`config.mk`:
```
export PLATFORM = sky130hd
export DESIGN_NAME = odiv_top
export DESIGN_NICKNAME = d
export VERILOG_FILES = /design/src/rtl/odiv_pkg.sv /design/src/rtl/odiv_top.sv
export SDC_FILE = /design/constraint.sdc
export NUM_CORES = 1
export LEC_CHECK = 0
export BUFFER_PORTS_ARGS = -buffer_cell sky130_fd_sc_hd__buf_2
export CAP_MARGIN = 20
export CORE_MARGIN = 3
export CORE_UTILIZATION = 51
export CTS_CLUSTER_SIZE = 28
export DETAILED_ROUTE_END_ITERATION = 10
export PLACE_DENSITY = 0.76
export SLEW_MARGIN = 15
export SYNTH_ARGS = -nofsm -noshare
export SYNTH_HDL_FRONTEND = slang
export SYNTH_SLANG_ARGS = --single-unit
```
`constraint.sdc`:
```
create_clock -name aclk -period 2.6 [get_ports aclk]
set_input_delay 0.13 -clock aclk [delete_from_list [all_inputs] [get_ports aclk]]
set_output_delay 0.13 -clock aclk [all_outputs]
set_load 0.1 [all_outputs]
```
`src/rtl/odiv_pkg.sv`:
```
package odiv_pkg;

   // register indices; byte address is four times the index
   localparam int          IDX_W          = 10;
   localparam logic [9:0]  IDX_DIV0_CNT   = 10'h190;
   localparam logic [9:0]  IDX_DIV0_CTL   = 10'h191;
   localparam logic [9:0]  IDX_DIV0_ROUTE = 10'h192;
   localparam logic [9:0]  IDX_DIV1_CNT   = 10'h193;
   localparam logic [9:0]  IDX_DIV1_CTL   = 10'h194;
   localparam logic [9:0]  IDX_DIV1_ROUTE = 10'h195;
   localparam logic [9:0]  IDX_SRC_SEL    = 10'h1E1;
   localparam logic [9:0]  IDX_STATUS     = 10'h1E2;

   // reset values per divider, then the shared route and source select resets
   localparam logic [7:0]  RST_DIV0_CNT   = 8'h00;
   localparam logic [7:0]  RST_DIV1_CNT   = 8'hBB;
   localparam logic [7:0]  RST_DIV0_CTL   = 8'h80;
   localparam logic [7:0]  RST_DIV1_CTL   = 8'h00;
   localparam logic [1:0]  RST_ROUTE      = 2'h0;
   localparam logic [1:0]  RST_SRC_SEL    = 2'h0;

   // global source select codes
   localparam logic [1:0]  SRC_CLK        = 2'h0;
   localparam logic [1:0]  SRC_NONE       = 2'h1;
   localparam logic [1:0]  SRC_OSC        = 2'h2;

   // bus responses
   localparam logic [1:0]  RESP_OKAY      = 2'h0;
   localparam logic [1:0]  RESP_SLVERR    = 2'h2;

   // phase counts: low in [7:4], high in [3:0]
   typedef struct packed {
      logic [3:0] low;
      logic [3:0] high;
   } odiv_cnt_s;

   // control: bypass 7, nosync 6, force 5, start 4, phase [3:0]
   typedef struct packed {
      logic       bypass;
      logic       nosync;
      logic       force_high;
      logic       start_high;
      logic [3:0] phase;
   } odiv_ctl_s;

   // routing: direct 1, duty correction disable 0
   typedef struct packed {
      logic direct;
      logic duty_correction_disable;
   } odiv_route_s;

endpackage : odiv_pkg

```
`src/rtl/odiv_top.sv`:
```
`timescale 1ns/100ps
module odiv_top
   import odiv_pkg::*;
#(
   parameter int ADDR_W = 12
)
(
   // clock and reset
   input  wire logic              aclk,
   input  wire logic              aresetn,
   // axi4-lite write address
   input  wire logic [ADDR_W-1:0] s_axi_awaddr,
   input  wire logic              s_axi_awvalid,
   output      logic              s_axi_awready,
   // axi4-lite write data
   input  wire logic [31:0]       s_axi_wdata,
   input  wire logic [3:0]        s_axi_wstrb,
   input  wire logic              s_axi_wvalid,
   output      logic              s_axi_wready,
   // axi4-lite write response
   output      logic [1:0]        s_axi_bresp,
   output      logic              s_axi_bvalid,
   input  wire logic              s_axi_bready,
   // axi4-lite read address
   input  wire logic [ADDR_W-1:0] s_axi_araddr,
   input  wire logic              s_axi_arvalid,
   output      logic              s_axi_arready,
   // axi4-lite read data
   output      logic [31:0]       s_axi_rdata,
   output      logic [1:0]        s_axi_rresp,
   output      logic              s_axi_rvalid,
   input  wire logic              s_axi_rready,
   // clock sources and chip sync pins
   input  wire logic              internal_oscillator,
   input  wire logic              clk_in,
   input  wire logic              sync_n,
   // output pairs
   output      logic              pair_a_first_output,
   output      logic              pair_a_second_output,
   output      logic              pair_b_first_output,
   output      logic              pair_b_second_output,
   // duty correction status per pair
   output      logic [1:0]        duty_correct_active
);

   // the index must fit the address above the byte lanes
   if (ADDR_W < IDX_W + 2)
   begin : g_bad_addr_w
      $error("odiv_top: ADDR_W too small for register map");
   end

   // register file
   odiv_cnt_s     cnt_r   [2];
   odiv_ctl_s     ctl_r   [2];
   odiv_route_s   route_r [2];
   logic [1:0]    src_sel;

   // divider state
   logic [1:0]    dout;
   logic [1:0]    pair_lvl;
   logic [2:0]    sync_s1;
   logic [2:0]    sync_s2;

   // bus state
   logic          aw_hold;
   logic          w_hold;
   logic [9:0]    aw_idx;
   logic [7:0]    w_byte;
   logic          w_lane0;
   logic          wr_fire;
   logic          wr_ok;
   logic [9:0]    ar_idx;
   logic [31:0]   next_rdata;
   logic          next_rerr;

   // synchronisers for the asynchronous pins
   always_ff @(posedge aclk)
   begin
      if (!aresetn)
      begin
         sync_s1 <= 3'h7;
         sync_s2 <= 3'h7;
      end
      else
      begin
         sync_s1 <= {sync_n, clk_in, internal_oscillator};
         sync_s2 <= sync_s1;
      end
   end

   // synchronised source and sync levels
   logic osc_s;
   logic clk_s;
   logic sync_act;
   logic src_lvl;
   logic direct_ok;

   assign osc_s    = sync_s2[0];
   assign clk_s    = sync_s2[1];
   assign sync_act = ~sync_s2[2];
   // direct and bypass level follows the global select; 01b keeps the clock input
   assign src_lvl  = (src_sel == SRC_OSC) ? osc_s : clk_s;
   // direct routing is void while the select reads 01b
   assign direct_ok = (src_sel != SRC_NONE);

   // write channel capture; address and data may come in either order
   assign s_axi_awready = ~aw_hold & ~s_axi_bvalid;
   assign s_axi_wready  = ~w_hold & ~s_axi_bvalid;
   assign wr_fire       = aw_hold & w_hold & ~s_axi_bvalid;

   always_ff @(posedge aclk)
   begin
      if (!aresetn)
      begin
         aw_hold <= 1'b0;
         aw_idx  <= 10'h000;
      end
      else if (s_axi_awvalid && s_axi_awready)
      begin
         aw_hold <= 1'b1;
         aw_idx  <= s_axi_awaddr[IDX_W+1:2];
      end
      else if (wr_fire)
      begin
         aw_hold <= 1'b0;
      end
   end

   always_ff @(posedge aclk)
   begin
      if (!aresetn)
      begin
         w_hold  <= 1'b0;
         w_byte  <= 8'h00;
         w_lane0 <= 1'b0;
      end
      else if (s_axi_wvalid && s_axi_wready)
      begin
         w_hold  <= 1'b1;
         w_byte  <= s_axi_wdata[7:0];
         w_lane0 <= s_axi_wstrb[0];
      end
      else if (wr_fire)
      begin
         w_hold <= 1'b0;
      end
   end

   // mapped write addresses; status is read only but answers okay
   always_comb
   begin
      unique case (aw_idx)
         IDX_DIV0_CNT, IDX_DIV0_CTL, IDX_DIV0_ROUTE,
         IDX_DIV1_CNT, IDX_DIV1_CTL, IDX_DIV1_ROUTE,
         IDX_SRC_SEL, IDX_STATUS: wr_ok = 1'b1;
         default:                 wr_ok = 1'b0;
      endcase
   end

   // write response one cycle after both halves are held
   always_ff @(posedge aclk)
   begin
      if (!aresetn)
      begin
         s_axi_bvalid <= 1'b0;
         s_axi_bresp  <= RESP_OKAY;
      end
      else if (wr_fire)
      begin
         s_axi_bvalid <= 1'b1;
         s_axi_bresp  <= wr_ok ? RESP_OKAY : RESP_SLVERR;
      end
      else if (s_axi_bready)
      begin
         s_axi_bvalid <= 1'b0;
      end
   end

   // global source select, shared by both dividers
   always_ff @(posedge aclk)
   begin
      if (!aresetn)
         src_sel <= RST_SRC_SEL;
      else if (wr_fire && w_lane0 && aw_idx == IDX_SRC_SEL)
         src_sel <= w_byte[1:0];
   end

   // per divider: registers, counter, output selection
   for (genvar i = 0; i < 2; i++)
   begin : g_div
      localparam logic [9:0] I_CNT   = i ? IDX_DIV1_CNT : IDX_DIV0_CNT;
      localparam logic [9:0] I_CTL   = i ? IDX_DIV1_CTL : IDX_DIV0_CTL;
      localparam logic [9:0] I_ROUTE = i ? IDX_DIV1_ROUTE
                                         : IDX_DIV0_ROUTE;
      localparam logic [7:0] R_CNT   = i ? RST_DIV1_CNT : RST_DIV0_CNT;
      localparam logic [7:0] R_CTL   = i ? RST_DIV1_CTL : RST_DIV0_CTL;

      logic       armed;
      logic       hold;
      logic [4:0] cnt;
      logic       direct_eff;
      logic       lvl;

      // software registers, written from byte lane 0 only
      always_ff @(posedge aclk)
      begin
         if (!aresetn)
         begin
            cnt_r[i]   <= R_CNT;
            ctl_r[i]   <= R_CTL;
            route_r[i] <= RST_ROUTE;
         end
         else if (wr_fire && w_lane0)
         begin
            if (aw_idx == I_CNT)
               cnt_r[i] <= w_byte;
            if (aw_idx == I_CTL)
               ctl_r[i] <= w_byte;
            if (aw_idx == I_ROUTE)
               route_r[i] <= w_byte[1:0];
         end
      end

      // restart after reset, on obeyed sync, and while bypassed
      assign hold = armed | ctl_r[i].bypass
                  | (sync_act & ~ctl_r[i].nosync);

      always_ff @(posedge aclk)
      begin
         if (!aresetn)
            armed <= 1'b1;
         else
            armed <= 1'b0;
      end

      // phase counter; first phase carries the offset on top
      always_ff @(posedge aclk)
      begin
         if (!aresetn)
         begin
            dout[i] <= 1'b0;
            cnt     <= 5'h00;
         end
         else if (hold)
         begin
            dout[i] <= ctl_r[i].start_high;
            cnt     <= {1'b0, ctl_r[i].phase}
                     + {1'b0, ctl_r[i].start_high ? cnt_r[i].high
                                                  : cnt_r[i].low};
         end
         else if (cnt == 5'h00)
         begin
            // ratio is (low+1)+(high+1), 2..32 cycles
            dout[i] <= ~dout[i];
            cnt     <= {1'b0, dout[i] ? cnt_r[i].low
                                      : cnt_r[i].high};
         end
         else
         begin
            cnt <= cnt - 5'h01;
         end
      end

      // output choice: direct route, bypass, forced level, divided
      assign direct_eff = route_r[i].direct & direct_ok;

      always_comb
      begin
         if (direct_eff)
            lvl = src_lvl;
         else if (ctl_r[i].bypass)
            lvl = src_lvl;
         else if (ctl_r[i].nosync && ctl_r[i].force_high)
            lvl = 1'b1;
         else
            lvl = dout[i];
      end

      // registered so the pair leaves glitch free
      always_ff @(posedge aclk)
      begin
         if (!aresetn)
            pair_lvl[i] <= 1'b0;
         else
            pair_lvl[i] <= lvl;
      end

      // correction acts on the undivided path only
      always_ff @(posedge aclk)
      begin
         if (!aresetn)
            duty_correct_active[i] <= 1'b0;
         else
            duty_correct_active[i] <=
               ~route_r[i].duty_correction_disable
               & (direct_eff | ctl_r[i].bypass);
      end
   end

   // differential style pair outputs
   assign pair_a_first_output  = pair_lvl[0];
   assign pair_a_second_output = ~pair_lvl[0];
   assign pair_b_first_output  = pair_lvl[1];
   assign pair_b_second_output = ~pair_lvl[1];

   // read address decode
   assign ar_idx        = s_axi_araddr[IDX_W+1:2];
   assign s_axi_arready = ~s_axi_rvalid;

   always_comb
   begin
      next_rdata = 32'h0000_0000;
      next_rerr  = 1'b0;
      unique case (ar_idx)
         IDX_DIV0_CNT:   next_rdata[7:0] = cnt_r[0];
         IDX_DIV0_CTL:   next_rdata[7:0] = ctl_r[0];
         IDX_DIV0_ROUTE: next_rdata[1:0] = route_r[0];
         IDX_DIV1_CNT:   next_rdata[7:0] = cnt_r[1];
         IDX_DIV1_CTL:   next_rdata[7:0] = ctl_r[1];
         IDX_DIV1_ROUTE: next_rdata[1:0] = route_r[1];
         IDX_SRC_SEL:    next_rdata[1:0] = src_sel;
         IDX_STATUS:     next_rdata[4:0] = {sync_act,
                                            duty_correct_active,
                                            dout};
         default:        next_rerr = 1'b1;
      endcase
   end

   // read data one cycle after the address is taken
   always_ff @(posedge aclk)
   begin
      if (!aresetn)
      begin
         s_axi_rvalid <= 1'b0;
         s_axi_rdata  <= 32'h0000_0000;
         s_axi_rresp  <= RESP_OKAY;
      end
      else if (s_axi_arvalid && s_axi_arready)
      begin
         s_axi_rvalid <= 1'b1;
         s_axi_rdata  <= next_rdata;
         s_axi_rresp  <= next_rerr ? RESP_SLVERR : RESP_OKAY;
      end
      else if (s_axi_rready)
      begin
         s_axi_rvalid <= 1'b0;
      end
   end

endmodule : odiv_top

```
==> results.json <==
{
  "cts-root-buf": "clkbuf_8",
  "crit_path_max_incr_delay_ns": 0.52,
  "first_pass_iters": 5,
  "synth-simple-area-share": 0.216,
  "synth_cell_types": 60,
  "maxCapViolCount": 0,
  "layout_common_cells": "buf_2 (59), dfxtp_1 (58), nor2_1 (42)",
  "setup.worst_path.end_class": "flop",
  "finalCritPeriodShare": 0.757,
  "power_leakage_nw": 2.27,
  "start_util": 0.538,
  "cpMaxStageDelayCell": "edfxtp_1",
  "grt_pass1_vias": 3829,
  "n_antenna_cell": 0,
  "avgSynthCellArea_um2": 10.1,
  "yosysSeqAreaShare": 0.440,
  "synth_area_mm2": 0.00509,
  "stdcell_count": 712,
  "hold_viol": 0,
  "cts-htree-levels": 3,
  "grt_pass1_wl_um": 18800,
  "synth_xor_area_frac": 0.0172,
  "cts_tree": "built",
  "cts_buffers": 9,
  "final_common_cell": "buf_2",
  "drtIter0Drc": 199,
  "path_class": "flop to flop",
  "worstMarginPinSlew_ns": 0.632,
  "num_vias": 3837,
  "cp-start-kind": "flop",
  "max_freq_ghz": 0.508,
  "synthCells": 504,
  "fillers": 798,
  "synth-compound-area-share": 0.122,
  "powerDensity_mw_per_mm2": 573,
  "core_area_mm2": 0.00946,
  "vias_per_cell": 5.39,
  "post-route-util": 0.614,
  "io_pins": 117,
  "io_buffers": 59,
  "synth_top_family_by_area": "simple AND/OR/NAND/NOR gates",
  "rsz0062_at_grt": "no",
  "synthMuxAreaShare": 0.0963,
  "worstHoldPathType": "primary input to flop",
  "synthFlopType": "dfxtp_1",
  "place_area_mm2": 0.00540,
  "finalInstanceArea_mm2": 0.00581,
  "num-nets-final": 660,
  "grt.overflow.total": 0,
  "die_y_um": 106,
  "worstPathMaxFanout": 6,
  "grt_usage": 0.209,
  "dp.cells": 675,
  "routabilityCongestion": 0.901,
  "die_w_um": 106,
  "path_cells": "mux2i_1, inv_1, ha_1, a21o_1, a21oi_1, xor2_1, o31ai_1",
  "hpwl_um": 8420,
  "route.detailed.drc": 0,
  "skew_ns": 0.0139,
  "post_cts_resized": 0,
  "cp.required_ns": 2.86,
  "clockBufferDepth": 2,
  "path_clk_slew_ns": 0.11,
  "drv_slew": 0,
  "area_growth_pct": 14.1,
  "cp.arrival_ns": 2.23,
  "cts.sinks": 94,
  "yosys.area_share.adder": 0.0324,
  "power_mw": 3.33,
  "ys_ff_latch": 94,
  "num_rows": 35,
  "synth_enable_flop_cells": 36,
  "async_flop_share": 0,
  "grt_max_degree": 27,
  "outcome": "finished clean",
  "yosys_warnings": 0,
  "drive_above_1_share": 0.184,
  "vdd_drop_max_v": 0.000341,
  "fin_crit_ns": 1.97,
  "tns_ns": 0,
  "wirelength_um": 11100,
  "dieArea_mm2": 0.0112,
  "wl_per_cell_um": 15.6,
  "antenna_found_initial": 0,
  "clock_latency_ns": 0.37,
  "setup_viol": 0,
  "postRouteAntennaNets": 0,
  "relSlewSlack": 0.578
}
[state kept, by name (all words and copies together), names as in the netlist, 2 cells and up]
signal / flops
g_div.cnt: 10
dout: 2
sync_s2: 3
src_sel: 2
route_r: 4
sync_s1: 3
duty_correct_active: 2
w_byte: 8
aw_idx: 10
ctl_r: 16
cnt_r: 16
s_axi_rdata: 8
[power by group]
part | switching, mW | total (mW) | internal [mW]
Combinational | 0.495 | 0.692 | 0.197
Clock | 0.581 | 0.962 | 0.381
Sequential | 0.0793 | 1.67 | 1.60
Total | 1.16 | 3.33 | 2.17
[worst paths after layout]
kind                                                start                         end  slack (ns)  cells after the start
worst min register to register      sync_s1[1]$_SDFF_PN1_       sync_s2[1]$_SDFF_PN1_        0.42                      1
worst max-delay path            ctl_r[0][4]$_SDFFCE_PN0P_  g_div[0].cnt[3]$_SDFF_PN0_        0.63                      7
worst min-delay path                     s_axi_awaddr[11]      aw_idx[9]$_SDFFE_PN0P_        0.01                      3
worst max register to register  ctl_r[0][4]$_SDFFCE_PN0P_  g_div[0].cnt[3]$_SDFF_PN0_        0.63                      7
[stage by stage]
step           worst slack [ns]  hold slack (ns)
2_1_floorplan             0.241            0.230
3_3_place_gp              0.714            0.310
3_5_place_dp              0.647            0.318
4_1_cts                   0.607          0.00123
5_1_grt                   0.387           0.0350
6_report                  0.631           0.0117
[synth_stat cells (7+ instances only)]
| master | instances | area (um^2) |
|---|---|---|
| dfxtp_1 | 58 | 1160 |
| inv_1 | 19 | 71.3 |
| nand2b_1 | 18 | 113 |
| mux2i_1 | 40 | 400 |
| nand2_1 | 29 | 109 |
| buf_4 | 28 | 210 |
| clkbuf_1 | 14 | 52.6 |
| a211oi_1 | 12 | 90.1 |
| ha_1 | 10 | 125 |
| nor2b_1 | 7 | 43.8 |
| nor3_1 | 8 | 40.0 |
| a21oi_1 | 23 | 115 |
| and2_1 | 26 | 163 |
| edfxtp_1 | 36 | 1080 |
| o21ai_0 | 15 | 75.1 |
| nor2_1 | 42 | 158 |
[critical path, delay by kind of cell (launching register included)]
family	cells	cell delay [ns]
AO/OA/AOI/OAI	3	0.41
XOR/XNOR	1	0.19
adder cells (fa/ha/maj)	1	0.28
buffers and inverters	1	0.08
flip-flops	1	0.52
multiplexers	1	0.37
[logic make-up (layout without fill, tap and decap cells)]
kind of cell             Yosys count  after routing
multiplexers                      47             47
adder cells (fa/ha/maj)           12             12
buffers and inverters             69            123
flip-flops                        94             94
AO/OA/AOI/OAI                     92             92
other                              1             26
AND/OR/NAND/NOR                  179            179
XOR/XNOR                          10             10
[layer usage]
metal,wire (um),track usage,part of all wire
met1,4860,0.275,0.44
met2,5520,0.345,0.50
met3,529,0.0419,0.048
met4,230,0.0694,0.021
met5,0,0,0
[final cells by class]
| cell class | instances | area [um^2] | share of cell area |
|---|---|---|---|
| clock buffers | 9 | 124 | 0.0213 |
| well taps | 129 | 161 | 0.0278 |
| repair buffers | 87 | 558 | 0.0961 |
| clock inverters | 7 | 73.8 | 0.0127 |
| inverters | 20 | 75.1 | 0.0129 |
| multi-input cells | 366 | 2570 | 0.443 |
| flip-flops and latches | 94 | 2240 | 0.386 |
[repair_timing]
| item | in CTS | in global routing |
|---|---|---|
| endpoints found under the hold margin | 21 | 0 |
| setup endpoints to repair | 0 | 0 |
| hold buffers | 21 | 0 |
| setup buffers | 0 | 0 |
Note: power is estimated with default switching activity, not from simulation.
